--- src/hdl/pefc_consts.vh ---
`ifndef PEFC_CONSTS_VH
`define PEFC_CONSTS_VH

// ***************************************************
// Command codes
// ***************************************************
`define PEFC_CMD_ONOFF      8'h02
`define PEFC_CMD_CLEAR      8'h03
`define PEFC_CMD_PHASE      8'h04

// ***************************************************
// Enable source configuration fields
// ***************************************************
`define PEFC_CFG_RSV_MSB    7
`define PEFC_CFG_RSV_LSB    5
`define PEFC_CFG_PU         4
`define PEFC_CFG_CMD        3
`define PEFC_CFG_CP         2
`define PEFC_CFG_POL        1
`define PEFC_CFG_DLY        0
`define PEFC_CFG_RSV_VAL    3'h0
`define PEFC_CFG_RST        5'h17

// ***************************************************
// Phase selector values
// ***************************************************
`define PEFC_PHASE_ALL      8'hFF
`define PEFC_PHASE_RST      8'hFF
`define PEFC_PHASE_LEADER   8'h00

// ***************************************************
// Run command field
// ***************************************************
`define PEFC_RUN_ON_BIT     7

`endif

--- src/hdl/pefc_cmd_core.v ---
// Summary of operation
// - Config bits 7:5 read back as zero
// - Policy clear: run whenever input power present
// - Policy set: pin and/or run command decide
// - Software bit selects honouring run command
// - Pin-use bit selects pin, gates lockout function
// - Polarity bit: 0 active low, 1 high
// - Delay bit 0: hold, then ramp down
// - Delay bit 1: pin off stops at once
// - Enable/lockout pin is the control input
// - Bad config write rejected, flagged, alerted
// - Data-less fault clear clears addressed status
// - Fault clear releases the alert output
// - Fault clear never restarts latched-off unit
// - Persisting fault sets again and alerts
// - Alert response releases alert, keeps status
// - Pre-response faults blocked until cleared
// - Phase selector applies to later fault clears only
// - Phased commands refused before phase setup
// - Grounded strap takes phase zero
// - Follower takes phase from stagger position
// - Selector resets all-phases; phases NPH and up, other than all-phases, invalid
// - Run command top bit turns on
`timescale 1ns/10ps
`default_nettype none
`include "pefc_consts.vh"

module pefc_cmd_core #(
  parameter SW  = 8,
  parameter NPH = 4,
  parameter CW  = 16
) (
  input  wire          clk,
  input  wire          arst_n,
  input  wire          cmd_valid,
  input  wire [7:0]    cmd_code,
  input  wire          cmd_read,
  input  wire          cmd_has_data,
  input  wire [7:0]    cmd_wdata,
  input  wire          ara_read,
  output reg           rsp_valid,
  output reg           rsp_ack,
  output reg  [7:0]    rsp_rdata,
  input  wire [7:0]    run_cmd,
  input  wire          enable_lockout_pin,
  input  wire          power_present,
  input  wire          phase_ready,
  input  wire          sense_return_follower_strap,
  input  wire [7:0]    stagger_position_config,
  input  wire [CW-1:0] turn_off_hold_time,
  input  wire [CW-1:0] turn_off_ramp_time,
  input  wire [SW-1:0] fault_src,
  input  wire          fault_latch_off,
  output reg           convert_en,
  output reg           ramp_down,
  output reg           lockout_active,
  output reg           smbalert_n,
  output reg  [SW-1:0] status,
  output reg           cml_invalid,
  output reg           phase_selected,
  output reg  [7:0]    my_phase
);

  // ***************************************************
  // State
  // ***************************************************
  reg  [4:0]    cfg;
  reg  [7:0]    phase_sel;
  reg           en_s1;
  reg           en_s2;
  reg           strap_done;
  reg           latched;
  reg           want_q;
  reg  [SW:0]   block;
  reg  [3:0]    state;
  reg  [3:0]    next_state;
  reg  [CW-1:0] cnt;
  reg  [CW-1:0] next_cnt;
  reg           want;
  reg           clr_q;

  localparam [3:0] ST_OFF  = 4'h1;
  localparam [3:0] ST_RUN  = 4'h2;
  localparam [3:0] ST_HOLD = 4'h4;
  localparam [3:0] ST_RAMP = 4'h8;
  wire          cfg_pu;
  wire          cfg_cmd;
  wire          cfg_cp;
  wire          cfg_pol;
  wire          cfg_dly;

  assign cfg_pu  = cfg[`PEFC_CFG_PU];
  assign cfg_cmd = cfg[`PEFC_CFG_CMD];
  assign cfg_cp  = cfg[`PEFC_CFG_CP];
  assign cfg_pol = cfg[`PEFC_CFG_POL];
  assign cfg_dly = cfg[`PEFC_CFG_DLY];

  // ***************************************************
  // Pin synchroniser
  // ***************************************************
  always @(posedge clk or negedge arst_n) begin
    if (!arst_n) begin
      en_s1 <= 1'b0;
      en_s2 <= 1'b0;
    end else begin
      en_s1 <= enable_lockout_pin;
      en_s2 <= en_s1;
    end
  end

  // ***************************************************
  // Command decode
  // ***************************************************
  wire       is_wr;
  wire       is_rd;
  wire       hit_cfg;
  wire       hit_clr;
  wire       hit_ph;
  wire       cfg_ok;
  wire       cfg_bad;
  wire       clr_ok;
  wire       clr_bad;
  wire       ph_val;
  wire       ph_ok;
  wire       ph_bad;
  wire       rd_bad;
  wire       addr_me;
  wire       clr_me;
  wire       any_bad;

  assign is_wr   = cmd_valid & ~cmd_read;
  assign is_rd   = cmd_valid & cmd_read;
  assign hit_cfg = (cmd_code == `PEFC_CMD_ONOFF);
  assign hit_clr = (cmd_code == `PEFC_CMD_CLEAR);
  assign hit_ph  = (cmd_code == `PEFC_CMD_PHASE);

  // Upper bits must be zero for a listed value
  assign cfg_ok  = is_wr & hit_cfg & cmd_has_data &
                   (cmd_wdata[`PEFC_CFG_RSV_MSB:`PEFC_CFG_RSV_LSB] == `PEFC_CFG_RSV_VAL);
  assign cfg_bad = is_wr & hit_cfg & ~cfg_ok;

  assign clr_ok  = is_wr & hit_clr & ~cmd_has_data & phase_ready;
  assign clr_bad = is_wr & hit_clr & ~clr_ok;

  assign ph_val  = (cmd_wdata == `PEFC_PHASE_ALL) |
                   ({24'h000000, cmd_wdata} < NPH);
  assign ph_ok   = is_wr & hit_ph & cmd_has_data & ph_val;
  assign ph_bad  = is_wr & hit_ph & ~ph_ok;

  assign rd_bad  = is_rd & hit_clr;

  assign any_bad = cfg_bad | clr_bad | ph_bad | rd_bad;

  // This unit is one phase of the stack
  assign addr_me = (phase_sel == `PEFC_PHASE_ALL) |
                   (phase_sel == my_phase);
  assign clr_me  = clr_ok & addr_me;

  // ***************************************************
  // Configuration and phase registers
  // ***************************************************
  always @(posedge clk or negedge arst_n) begin
    if (!arst_n) begin
      cfg       <= `PEFC_CFG_RST;
      phase_sel <= `PEFC_PHASE_RST;
    end else begin
      if (cfg_ok) begin
        cfg <= cmd_wdata[4:0];
      end
      if (ph_ok) begin
        phase_sel <= cmd_wdata;
      end
    end
  end

  // ***************************************************
  // Strap capture after reset release
  // ***************************************************
  always @(posedge clk or negedge arst_n) begin
    if (!arst_n) begin
      strap_done <= 1'b0;
      my_phase   <= `PEFC_PHASE_LEADER;
    end else if (!strap_done) begin
      strap_done <= 1'b1;
      if (sense_return_follower_strap) begin
        my_phase <= stagger_position_config;
      end else begin
        my_phase <= `PEFC_PHASE_LEADER;
      end
    end
  end

  // ***************************************************
  // Enable source combination
  // ***************************************************
  wire pin_on;
  wire pin_off;
  wire go;
  wire toggle_on;

  assign pin_on  = cfg_pol ? en_s2 : ~en_s2;
  assign pin_off = cfg_pu & cfg_cp & ~pin_on;

  always @* begin
    want = 1'b0;
    if (!cfg_pu) begin
      want = power_present;
    end else begin
      want = power_present &
             (~cfg_cmd | run_cmd[`PEFC_RUN_ON_BIT]) &
             (~cfg_cp | pin_on);
    end
  end

  assign go        = want & ~latched;
  assign toggle_on = want & ~want_q;

  // Fault clear leaves this untouched; only an off request or loss of input power frees it
  always @(posedge clk or negedge arst_n) begin
    if (!arst_n) begin
      latched <= 1'b0;
      want_q  <= 1'b0;
    end else begin
      want_q <= want;
      if (fault_latch_off) begin
        latched <= 1'b1;
      end else if (!want) begin
        latched <= 1'b0;
      end
    end
  end

  // ***************************************************
  // Turn-off sequencer
  // ***************************************************
  always @* begin
    next_state = state;
    next_cnt   = cnt;
    case (state)
      ST_OFF: begin
        if (go) begin
          next_state = ST_RUN;
        end
      end
      ST_RUN: begin
        if (!go) begin
          if (pin_off & ~cfg_dly & ~latched & power_present) begin
            next_state = ST_HOLD;
            next_cnt   = turn_off_hold_time;
          end else begin
            next_state = ST_OFF;
          end
        end
      end
      ST_HOLD: begin
        if (latched | ~power_present) begin
          next_state = ST_OFF;
        end else if (go) begin
          next_state = ST_RUN;
        end else if (cnt <= {{(CW-1){1'b0}}, 1'b1}) begin
          next_state = ST_RAMP;
          next_cnt   = turn_off_ramp_time;
        end else begin
          next_cnt = cnt - {{(CW-1){1'b0}}, 1'b1};
        end
      end
      ST_RAMP: begin
        if (latched | ~power_present) begin
          next_state = ST_OFF;
        end else if (cnt <= {{(CW-1){1'b0}}, 1'b1}) begin
          next_state = ST_OFF;
        end else begin
          next_cnt = cnt - {{(CW-1){1'b0}}, 1'b1};
        end
      end
      default: begin
        next_state = ST_OFF;
        next_cnt   = {CW{1'b0}};
      end
    endcase
  end

  always @(posedge clk or negedge arst_n) begin
    if (!arst_n) begin
      state          <= ST_OFF;
      cnt            <= {CW{1'b0}};
      convert_en     <= 1'b0;
      ramp_down      <= 1'b0;
      lockout_active <= 1'b0;
    end else begin
      state          <= next_state;
      cnt            <= next_cnt;
      convert_en     <= (next_state != ST_OFF);
      ramp_down      <= (next_state == ST_RAMP);
      lockout_active <= cfg_pu & cfg_cp & cfg_pol;
    end
  end

  // ***************************************************
  // Status, alert and alert response
  // ***************************************************
  wire          clr_all;
  wire [SW:0]   stat_all;
  wire [SW:0]   set_all;
  wire [SW:0]   rise;
  wire          new_evt;

  assign clr_all  = clr_me | toggle_on;
  assign stat_all = {cml_invalid, status};
  assign set_all  = {any_bad, fault_src};
  // Bits cleared last cycle and still present alert again
  assign rise     = set_all & (~stat_all | {(SW+1){clr_q}});
  assign new_evt  = |(rise & ~block);

  always @(posedge clk or negedge arst_n) begin
    if (!arst_n) begin
      status      <= {SW{1'b0}};
      cml_invalid <= 1'b0;
      block       <= {(SW+1){1'b0}};
      smbalert_n  <= 1'b1;
      clr_q       <= 1'b0;
    end else begin
      // Set wins over a clear in the same cycle
      status      <= (status & ~{SW{clr_all}}) | fault_src;
      cml_invalid <= (cml_invalid & ~clr_all) | any_bad;
      clr_q       <= clr_all;
      if (clr_all) begin
        block <= {(SW+1){1'b0}};
      end else if (ara_read) begin
        block <= stat_all | set_all;
      end
      if (new_evt) begin
        smbalert_n <= 1'b0;
      end else if (ara_read | clr_me) begin
        smbalert_n <= 1'b1;
      end
    end
  end

  // ***************************************************
  // Response
  // ***************************************************
  always @(posedge clk or negedge arst_n) begin
    if (!arst_n) begin
      rsp_valid      <= 1'b0;
      rsp_ack        <= 1'b0;
      rsp_rdata      <= 8'h00;
      phase_selected <= 1'b1;
    end else begin
      rsp_valid      <= cmd_valid;
      rsp_ack        <= cfg_ok | clr_ok | ph_ok |
                        (is_rd & (hit_cfg | hit_ph));
      rsp_rdata      <= 8'h00;
      phase_selected <= addr_me;
      if (is_rd & hit_cfg) begin
        rsp_rdata <= {`PEFC_CFG_RSV_VAL, cfg};
      end else if (is_rd & hit_ph) begin
        rsp_rdata <= phase_sel;
      end
    end
  end

endmodule

`default_nettype wire

--- config.mk ---
export PLATFORM = sky130hd
export DESIGN_NAME = pefc_cmd_core
export DESIGN_NICKNAME = d
export VERILOG_FILES = /design/src/hdl/pefc_cmd_core.v
export VERILOG_INCLUDE_DIRS = /design/src /design/src/hdl
export SDC_FILE = /design/constraint.sdc
export NUM_CORES = 1
export LEC_CHECK = 0
export BUFFER_PORTS_ARGS = -buffer_cell sky130_fd_sc_hd__buf_2
export CORE_MARGIN = 5
export CORE_UTILIZATION = 30
export DETAILED_ROUTE_END_ITERATION = 8
export PLACE_DENSITY = 0.56
export SLEW_MARGIN = 20
export SYNTH_ARGS = -nofsm -noshare
export SYNTH_HDL_FRONTEND = slang
export SYNTH_SLANG_ARGS = --single-unit
--- constraint.sdc ---
create_clock -name clk -period 3.1 [get_ports clk]
set_clock_uncertainty 0.15 [all_clocks]
set_input_delay 0.93 -clock clk [delete_from_list [all_inputs] [get_ports clk]]
set_output_delay 0.93 -clock clk [all_outputs]
set_load 0.05 [all_outputs]
==> flow_metrics.env, run 1 <==
export IMPL_status="completed"
export IMPL_post_cts_buffers=0
export IMPL_grt_max_degree=43
export IMPL_max_stage_delay_ps=880
export IMPL_drv_slew=0
export IMPL_arrival_ps=2820
export IMPL_regArea_mm2=0.00202
export IMPL_p_int_mw=1.80
export IMPL_cts_sinks=80
export IMPL_multiInputGateArea_mm2=0.00192
export IMPL_cts_resized=0
export IMPL_fp_coreArea_mm2=0.0132
export IMPL_clk_pin_slew_ps=60
export IMPL_finalSetupViolations=0
export IMPL_yosysMostFrequentCell="dfrtp_1"
export IMPL_worst_slew_pin_slew_ps=1060
export IMPL_endpoint_kind="flip-flop"
export IMPL_drt_pass1_iterations=4
export IMPL_synth_fp_nets=488
export IMPL_fin_nets=597
export IMPL_fin_area_mm2=0.00510
export IMPL_track_usage_pct=13.2
export IMPL_hold_path_class="reg2reg"
export IMPL_cts_root_buffer="clkbuf_16"
export IMPL_n_fill_cell=1348
export IMPL_vias=3478
export IMPL_wl_per_cell_um=15.3
export IMPL_p_per_area_mw_per_mm2=494
export IMPL_dp_hpwl_um=7790
export IMPL_die_h_um=126
export IMPL_crit_path_max_fanout=8
export IMPL_grt_pass1_wl_um=17400
export IMPL_antenna_left=0
export IMPL_syn_instance_count=403
export IMPL_cts_tree="yes"
export IMPL_ys_warn_count=0
export IMPL_fin_crit_sh_pct=87.4
export IMPL_hold_buffers=0
export IMPL_synth_common_cells="dfrtp_1, nor2_1, nand2_1"
export IMPL_cp_cell_sequence="inv_1 > ha_1 > o2111a_1 > and2_1 > o31ai_1 > o21ai_0 > nand3_1"
export IMPL_ys_seq_area_share_pct=49.7
export IMPL_drc_errors=0
export IMPL_synth_edff_count=0
export IMPL_drt_iter0_markers=137
export IMPL_grt_pass1_vias=3452
export IMPL_slew_headroom_pct=29.0
export IMPL_startpoint_type="flip-flop"
export IMPL_max_freq_mhz=369
export IMPL_final_hold_viol_count=0
export IMPL_wirelength_um=10600
export IMPL_cts_buffer_depth=2
export IMPL_viasPerCell=5.02
export IMPL_ys_flop_type="dfrtp_1"
export IMPL_cap_violations=0
export IMPL_post_route_min_period_ps=2710
export IMPL_gpl_final_weighted_congestion=0.856
export IMPL_antenna_found_initial=0
export IMPL_synth_cell_types=61
export IMPL_portBuffers=107
export IMPL_drive_above_1_share_pct=32.7
export IMPL_p_total_mw=2.52
export IMPL_insertedDiodeCount=0
export IMPL_synth_area_per_cell_um2=10.1
export IMPL_p_sw_mw=0.721
export IMPL_syn_to_final_growth_pct=25.4
export IMPL_cp_num_buf_inv=1
export IMPL_clock_latency_ps=330
export IMPL_dpl_instance_area_mm2=0.00483
export IMPL_start_util_pct=30.7
export IMPL_synthTopCellsByArea="dfrtp_1, dfstp_2, nor2_1"
export IMPL_swShare_pct=28.6
export IMPL_ir_worst_vdd_mv=0.250
export IMPL_cp_required_ps=3210
export IMPL_synth_top_area_cell="dfrtp_1"
export IMPL_ios=115
export IMPL_synth_seq_cells=80
export IMPL_synthArstFlopShare_pct=100
export IMPL_synth_top_area_share_pct=40.0
export IMPL_dieArea_mm2=0.0160
export IMPL_clkPwrFrac_pct=38.5
export IMPL_critPathSlowestCell="o31ai_1"
export IMPL_grt_remaining_overflow=0
export IMPL_htree_levels=3
export IMPL_num_rows=42
export IMPL_share_seq_of_total_power_pct=45.6
export IMPL_finalSetupTns_ps=0
export IMPL_cts_made_buffers=9
export IMPL_cp_top_family="compound AO/OA/AOI/OAI gates"
export IMPL_leakage_nw=2.39
export IMPL_worstSetupPathType="reg2reg"
export IMPL_p_comb_share_pct=15.9
export IMPL_rsz0062_at_grt="no"
export IMPL_die_w_um=126
export IMPL_syn_area_mm2=0.00407
## worst register-to-register path, delay by kind of cell (launching register included)
kind            cells  cell delay (ps)
fa+ha+maj           1              260
compound gates      3             1410
buf+inv             1               80
flops               1              400
simple gates        2              350
## worst paths after layout
| kind | startpoint | end | slack, ps | cells past startpoint |
|---|---|---|---|---|
| worst max-delay path | cnt[0]$_DFFE_PN0P_ | cnt[10]$_DFFE_PN0P_ | 390 | 7 |
| worst min-delay path | en_s1$_DFF_PN0_ | en_s2$_DFF_PN0_ | 200 | 0 |
| worst max register to register | cnt[0]$_DFFE_PN0P_ | cnt[10]$_DFFE_PN0P_ | 390 | 7 |
| worst min register to register | en_s1$_DFF_PN0_ | en_s2$_DFF_PN0_ | 200 | 0 |
| max in group asynchronous | arst_n | state[0]$_DFF_PN1_ | 1700 | 2 |
| min in group asynchronous | arst_n | rsp_rdata[6]$_DFF_PN0_ | 440 | 1 |
## metal layers
metal / up-vias / share of wire (%) / global-route usage [%]
li1: 1732 / - / -
met2: 116 / 43 / 19.3
met1: 1616 / 48 / 19.4
met3: 14 / 7.0 / 2.48
met5: - / 0 / 0
met4: 0 / 1.6 / 4.61
## area by class of cell
| class | instances | share of cell area [%] |
|---|---|---|
| inverter | 16 | 1.18 |
| clock buffer | 12 | 4.84 |
| tap | 176 | 4.32 |
| timing repair buffer | 115 | 12.0 |
| multi-input combinational | 290 | 37.6 |
| sequential | 80 | 39.6 |
| clock inverter | 4 | 0.442 |
## sequential cells by signal, indices dropped and copies added, names as in the netlist
register        count
latched             1
strap_done          1
my_phase            8
clr_q               1
rsp_rdata           8
rsp_ack             1
en_s2               1
ramp_down           1
cnt                16
cml_invalid         1
want_q              1
convert_en          1
en_s1               1
phase_sel           8
state               4
rsp_valid           1
lockout_active      1
status              8
smbalert_n          1
phase_selected      1
cfg                 5
block               9
## cells by family after synthesis
| group | after synthesis | share of synthesized area, % |
|---|---|---|
| AO/OA/AOI/OAI | 117 | 21.2 |
| XOR/XNOR | 14 | 3.02 |
| adder cells (fa/ha/maj) | 2 | 0.615 |
| buffers and inverters | 33 | 3.14 |
| flip-flops | 80 | 49.7 |
| multiplexers | 13 | 3.60 |
| other | 1 | 0.0922 |
| AND/OR/NAND/NOR | 143 | 18.7 |
## power groups by stage
stage	Clock, mW	Sequential, mW	Combinational [mW]
final	0.971	1.15	0.401
after global routing	1.03	1.16	0.439
after floorplan	0	1.24	0.164
after global placement	0	1.16	0.398
after detailed placement	0	1.17	0.403
after CTS	0.998	1.15	0.405
## placed cells by master (no fill, tap or decap), drive strengths merged, types with 3 or more instances in the layout
cell type  count
buf          115
dfrtp         65
nor2          42
nand2         29
o21ai         27
a211oi        20
inv           15
dfstp         15
mux2          13
nor4          12
clkbuf        12
xor2          11
a22o          10
a21o          10
nor3           8
a221oi         8
nand3          7
nand4          6
a22oi          6
or3            6
nand2b         5
and2           5
nand3b         5
a21oi          5
a221o          4
or4            4
clkinv         4
and3b          3
a31oi          3
nor2b          3
o31ai          3
xnor2          3
## stage by stage
step | setup slack, ps | util [%] | cells | hold WS (ps)
after CTS | 367 | 38.5 | 693 | 201
final | 392 | 38.5 | 693 | 198
after global placement | 260 | 36.5 | 677 | 184
after global routing | 177 | 38.5 | 693 | 218
after floorplan | 517 | - | 403 | 181
after detailed placement | 239 | 36.5 | 677 | 186
(Power assumes the default switching activity.)
==> run 2: changes to the inputs <==
Settings changed: PLACE_DENSITY 0.56 to 0.57, RECOVER_POWER set to 50, REMOVE_ABC_BUFFERS set to 1.
==> run 2 against run 1 <==
  * Sequential power hardly changed
  * Clock power is 10% higher
  * Non-clock buffer count is 1 lower
  * Design area stayed put
  * Count of clock-buffer cells in the layout is 2 lower
  * Global-route usage is 0.53 points higher
  * First-iteration DRC count is 31% higher
  * Power is 3.9% higher
  * Combinational power hardly changed
  * Hold slack hardly changed
  * Largest cell class unchanged
==> flow_metrics.env, run 2 (synthesis gave the netlist of run 1 again) <==
export IMPL_ios=115
export IMPL_max_freq_mhz=353
export IMPL_clk_pin_slew_ps=60
export IMPL_rsz0062_at_grt="no"
export IMPL_grt_remaining_overflow=0
export IMPL_start_util_pct=30.7
export IMPL_cts_buffer_depth=2
export IMPL_syn_to_final_growth_pct=25.4
export IMPL_ir_worst_vdd_mv=0.241
export IMPL_p_per_area_mw_per_mm2=513
export IMPL_drt_pass1_iterations=4
export IMPL_largest_reg_flops=16
export IMPL_largestRegisters="cnt: 16 flops, block: 9 flops"
export IMPL_cts_tree="yes"
export IMPL_final_common_cell="buf_2"
export IMPL_drive_above_1_share_pct=31.6
export IMPL_viasPerCell=5.10
export IMPL_regMostFlops="cnt"
export IMPL_cap_violations=0
export IMPL_cp_cell_sequence="inv_1 > ha_1 > o2111a_1 > and2_1 > o31ai_1 > o21ai_0 > nand3_1"
export IMPL_drv_slew=0
export IMPL_cts_resized=0
export IMPL_leakage_nw=2.37
export IMPL_cp_required_ps=3220
export IMPL_die_h_um=126
export IMPL_htree_levels=3
export IMPL_grt_pass1_vias=3564
export IMPL_insertedDiodeCount=0
export IMPL_finalSetupTns_ps=0
export IMPL_wl_per_cell_um=15.5
export IMPL_whs_ps=198
export IMPL_drt_iter0_markers=179
export IMPL_crit_path_max_fanout=8
export IMPL_critPathSlowestCell="o31ai_1"
export IMPL_dp_cells=676
export IMPL_num_rows=42
export IMPL_drc_errors=0
export IMPL_n_fill_cell=1366
export IMPL_cts_root_buffer="clkbuf_16"
export IMPL_gpl_final_weighted_congestion=0.824
export IMPL_arrival_ps=2950
export IMPL_fin_nets=596
export IMPL_fin_crit_sh_pct=91.4
export IMPL_status="completed"
export IMPL_worstSetupPathType="reg2reg"
export IMPL_startpoint_type="flip-flop"
export IMPL_wirelength_um=10700
export IMPL_hold_buffers=0
export IMPL_post_route_min_period_ps=2830
export IMPL_hold_path_class="reg2reg"
export IMPL_cp_num_buf_inv=1
export IMPL_fp_coreArea_mm2=0.0132
export IMPL_clock_latency_ps=340
export IMPL_vias=3526
export IMPL_finalNonFillerCells=692
export IMPL_cts_sinks=80
export IMPL_die_w_um=126
export IMPL_slew_headroom_pct=21.4
export IMPL_cts_made_buffers=9
export IMPL_antenna_left=0
export IMPL_track_usage_pct=13.7
export IMPL_final_hold_viol_count=0
export IMPL_finalSetupViolations=0
export IMPL_grt_max_degree=43
export IMPL_dp_hpwl_um=7800
export IMPL_grt_pass1_wl_um=17800
export IMPL_antenna_found_initial=0
export IMPL_cp_top_family="compound AO/OA/AOI/OAI gates"
export IMPL_most_common_layout_cells="buf_2, dfrtp_1, nor2_1, nand2_1, o21ai_0"
export IMPL_endpoint_kind="flip-flop"
export IMPL_worst_slew_pin_slew_ps=1170
export IMPL_dieArea_mm2=0.0160
export IMPL_max_stage_delay_ps=960
export IMPL_post_cts_buffers=0
export IMPL_portBuffers=107
-- run 2: area by class of cell --
class	instances	area [um^2]	area share, %
tap	176	220	4.32
inverter	16	60.1	1.18
multi-input combinational	290	1920	37.6
sequential	80	2020	39.6
clock buffer	10	229	4.49
timing repair buffer	114	581	11.4
clock inverter	6	70.1	1.37
-- run 2: path summary, 6_finish.rpt --
kind	from	endpoint	slack (ps)	cells past startpoint
max	cnt[0]$_DFFE_PN0P_	cnt[10]$_DFFE_PN0P_	270	7
min	en_s1$_DFF_PN0_	en_s2$_DFF_PN0_	200	0
max reg2reg	cnt[0]$_DFFE_PN0P_	cnt[10]$_DFFE_PN0P_	270	7
min reg2reg	en_s1$_DFF_PN0_	en_s2$_DFF_PN0_	200	0
max in group asynchronous	arst_n	my_phase[0]$_DFFE_PN0N_	640	2
min in group asynchronous	arst_n	rsp_rdata[5]$_DFF_PN0_	600	1
-- run 2: power by group --
group / internal (mW) / switching, mW / leakage (nW) / total (mW)
Sequential: 1.10 / 0.0425 / 0.985 / 1.14
Clock: 0.627 / 0.446 / 0.135 / 1.07
Combinational: 0.132 / 0.267 / 1.25 / 0.399
Total: 1.86 / 0.756 / 2.37 / 2.62
-- run 2: metrics by stage --
step | util (%) | setup slack [ps] | total power [mW] | instance area, um^2
2_1_floorplan | - | 495 | 1.39 | 4000
3_3_place_gp | 36.4 | 183 | 1.56 | 4820
3_5_place_dp | 36.4 | 218 | 1.57 | 4820
4_1_cts | 38.7 | 258 | 2.66 | 5120
5_1_grt | 38.5 | 138 | 2.74 | 5100
6_report | 38.5 | 266 | 2.62 | 5100
-- run 2: layer usage --
| layer | routed length, um | vias up | GRT usage [%] | share of wire [%] |
|---|---|---|---|---|
| met3 | 790 | 13 | 3.57 | 7.4 |
| met5 | 0 | - | 0 | 0 |
| li1 | - | 1736 | - | - |
| met2 | 4730 | 115 | 20.7 | 44 |
| met4 | 181 | 0 | 5.30 | 1.7 |
| met1 | 5050 | 1662 | 18.8 | 47 |
==> run 3: changes to the inputs <==
Settings changed: SETUP_SLACK_MARGIN set to 0.5.
==> run 3 against run 2 <==
  * Clock power about the same
  * Hold slack about the same
  * Sequential share of layout area down 0.39 points
  * Die area unchanged
  * Power about the same
  * Register-to-register slack better by 260 ps
  * Critical endpoint is now cnt[4]$_DFFE_PN0P_
==> flow_metrics.env, run 3 (synthesis gave the netlist of run 1 again) <==
export IMPL_insertedDiodeCount=0
export IMPL_grtUsageMet3_pct=3.57
export IMPL_cp_required_ps=3180
export IMPL_portBuffers=107
export IMPL_hold_depth=0
export IMPL_cp_cell_sequence="or4_4 > nor2_1 > a31oi_2 > a222oi_1 > o2bb2ai_1 > a31o_2"
export IMPL_final_common_cell="buf_2"
export IMPL_ir_worst_vdd_mv=0.241
export IMPL_fin_nets=596
export IMPL_leakage_nw=2.40
export IMPL_cts_root_buffer="clkbuf_16"
export IMPL_r2r_cells=6
export IMPL_min_to="en_s2$_DFF_PN0_"
export IMPL_finalSetupViolations=0
export IMPL_dp_hpwl_um=7800
export IMPL_clock_latency_ps=340
export IMPL_hold_buffers=0
export IMPL_finalSetupTns_ps=0
export IMPL_cts_sinks=80
export IMPL_dpl_instance_area_mm2=0.00482
export IMPL_grt_pass1_vias=3578
export IMPL_r2r_end="cnt[4]$_DFFE_PN0P_"
export IMPL_slew_headroom_pct=30.9
export IMPL_grt_use_met2_pct=20.8
export IMPL_cap_violations=0
export IMPL_startpoint_type="flip-flop"
export IMPL_regMostFlops="cnt"
export IMPL_antenna_found_initial=0
export IMPL_post_route_min_period_ps=2580
export IMPL_viasPerCell=5.09
export IMPL_syn_to_final_growth_pct=26.7
export IMPL_grt_remaining_overflow=0
export IMPL_ios=115
export IMPL_antenna_left=0
export IMPL_fin_area_mm2=0.00515
export IMPL_drive_above_1_share_pct=32.9
export IMPL_status="completed"
export IMPL_post_cts_buffers=0
export IMPL_die_h_um=126
export IMPL_drc_errors=0
export IMPL_arrival_ps=2660
export IMPL_grt_use_met1_pct=18.8
export IMPL_crit_path_max_fanout=7
export IMPL_htree_levels=3
export IMPL_endpoint_kind="flip-flop"
export IMPL_clk_pin_slew_ps=60
export IMPL_drv_slew=0
export IMPL_cts_tree="yes"
export IMPL_largestRegisters="cnt: 16 flops, block: 9 flops"
export IMPL_grt_max_degree=43
export IMPL_start_util_pct=30.7
export IMPL_final_hold_viol_count=0
export IMPL_dieArea_mm2=0.0160
export IMPL_wl_per_cell_um=15.6
export IMPL_place_ws_ps=218
export IMPL_track_usage_pct=13.7
export IMPL_max_freq_mhz=388
export IMPL_fp_coreArea_mm2=0.0132
export IMPL_cts_buffer_depth=2
export IMPL_hold_path_class="reg2reg"
export IMPL_max_stage_delay_ps=580
export IMPL_drt_pass1_iterations=4
export IMPL_worst_slew_pin_slew_ps=1040
export IMPL_gpl_final_weighted_congestion=0.824
export IMPL_drt_iter0_markers=131
export IMPL_critPathSlowestCell="or4_4"
export IMPL_busiest_layer="met2"
export IMPL_fin_crit_sh_pct=83.1
export IMPL_most_common_layout_cells="buf_2, dfrtp_1, nor2_1, nand2_1, o21ai_0"
export IMPL_cp_top_family="compound AO/OA/AOI/OAI gates"
export IMPL_rsz0062_at_grt="yes"
export IMPL_p_per_area_mw_per_mm2=508
export IMPL_setup_slack_ps=523
export IMPL_largest_reg_flops=16
export IMPL_cts_made_buffers=9
export IMPL_r2r_start="cnt[6]$_DFFE_PN0P_"
export IMPL_wirelength_um=10800
export IMPL_cp_num_buf_inv=0
export IMPL_whs_ps=198
export IMPL_worstSetupPathType="reg2reg"
export IMPL_num_rows=42
export IMPL_vias=3519
export IMPL_grt_pass1_wl_um=17800
export IMPL_die_w_um=126
export IMPL_hp_start="en_s1$_DFF_PN0_"
export IMPL_r2r_slack_ps=520
[run 3: stage by stage]
| step | util [%] | power [mW] | cells |
|---|---|---|---|
| finish | 38.9 | 2.62 | 692 |
| CTS | 38.8 | 2.66 | 692 |
| floorplan | - | 1.39 | 386 |
| detailed placement | 36.4 | 1.57 | 676 |
| global placement | 36.4 | 1.56 | 676 |
| global route | 38.9 | 2.74 | 692 |
[run 3: power breakdown]
group          internal [mW]  switching [mW]  total (mW)
clock                  0.627           0.445        1.07
sequential              1.10          0.0425        1.14
combinational          0.132           0.267       0.399
[run 3: layout make-up]
cell class                 count  area [um^2]
fill                        1362         8090
sequential                    80         2020
multi-input combinational    290         1970
timing repair buffer         114          581
clock buffer                  10          229
tap                          176          220
clock inverter                 6         70.1
inverter                      16         60.1
[run 3: worst max path at each step]
stage | from | endpoint | slack, ps | depth (start not counted)
2_1_floorplan | power_present | cnt[12]$_DFFE_PN0P_ | 500 | 4
3_3_place_gp | power_present | cnt[10]$_DFFE_PN0P_ | 180 | 6
3_5_place_dp | power_present | cnt[10]$_DFFE_PN0P_ | 220 | 6
4_1_cts | cnt[8]$_DFFE_PN0P_ | cnt[4]$_DFFE_PN0P_ | 500 | 6
5_1_grt | arst_n | cnt[4]$_DFFE_PN0P_ | 220 | 2
6_report | cnt[6]$_DFFE_PN0P_ | cnt[4]$_DFFE_PN0P_ | 520 | 6
[run 3: worst register-to-register path, stage by stage (launching register included)]
cell and delay (ps):
dfrtp_1 420, or4_4 580, nor2_1 260, a31oi_2 280, a222oi_1 430, o2bb2ai_1 120
a31o_2 220
[run 3: layer usage]
metal	routed length, um	up-vias
met4	180	0
met5	0	-
met2	4790	108
met1	5110	1661
met3	684	13
li1	-	1737
[run 3: what timing repair did]
action                     4_1_cts  5_1_grt
setup endpoints to repair        7       14
hold endpoints to repair         0        0
gates cloned                     0        0
resized for setup                4        7
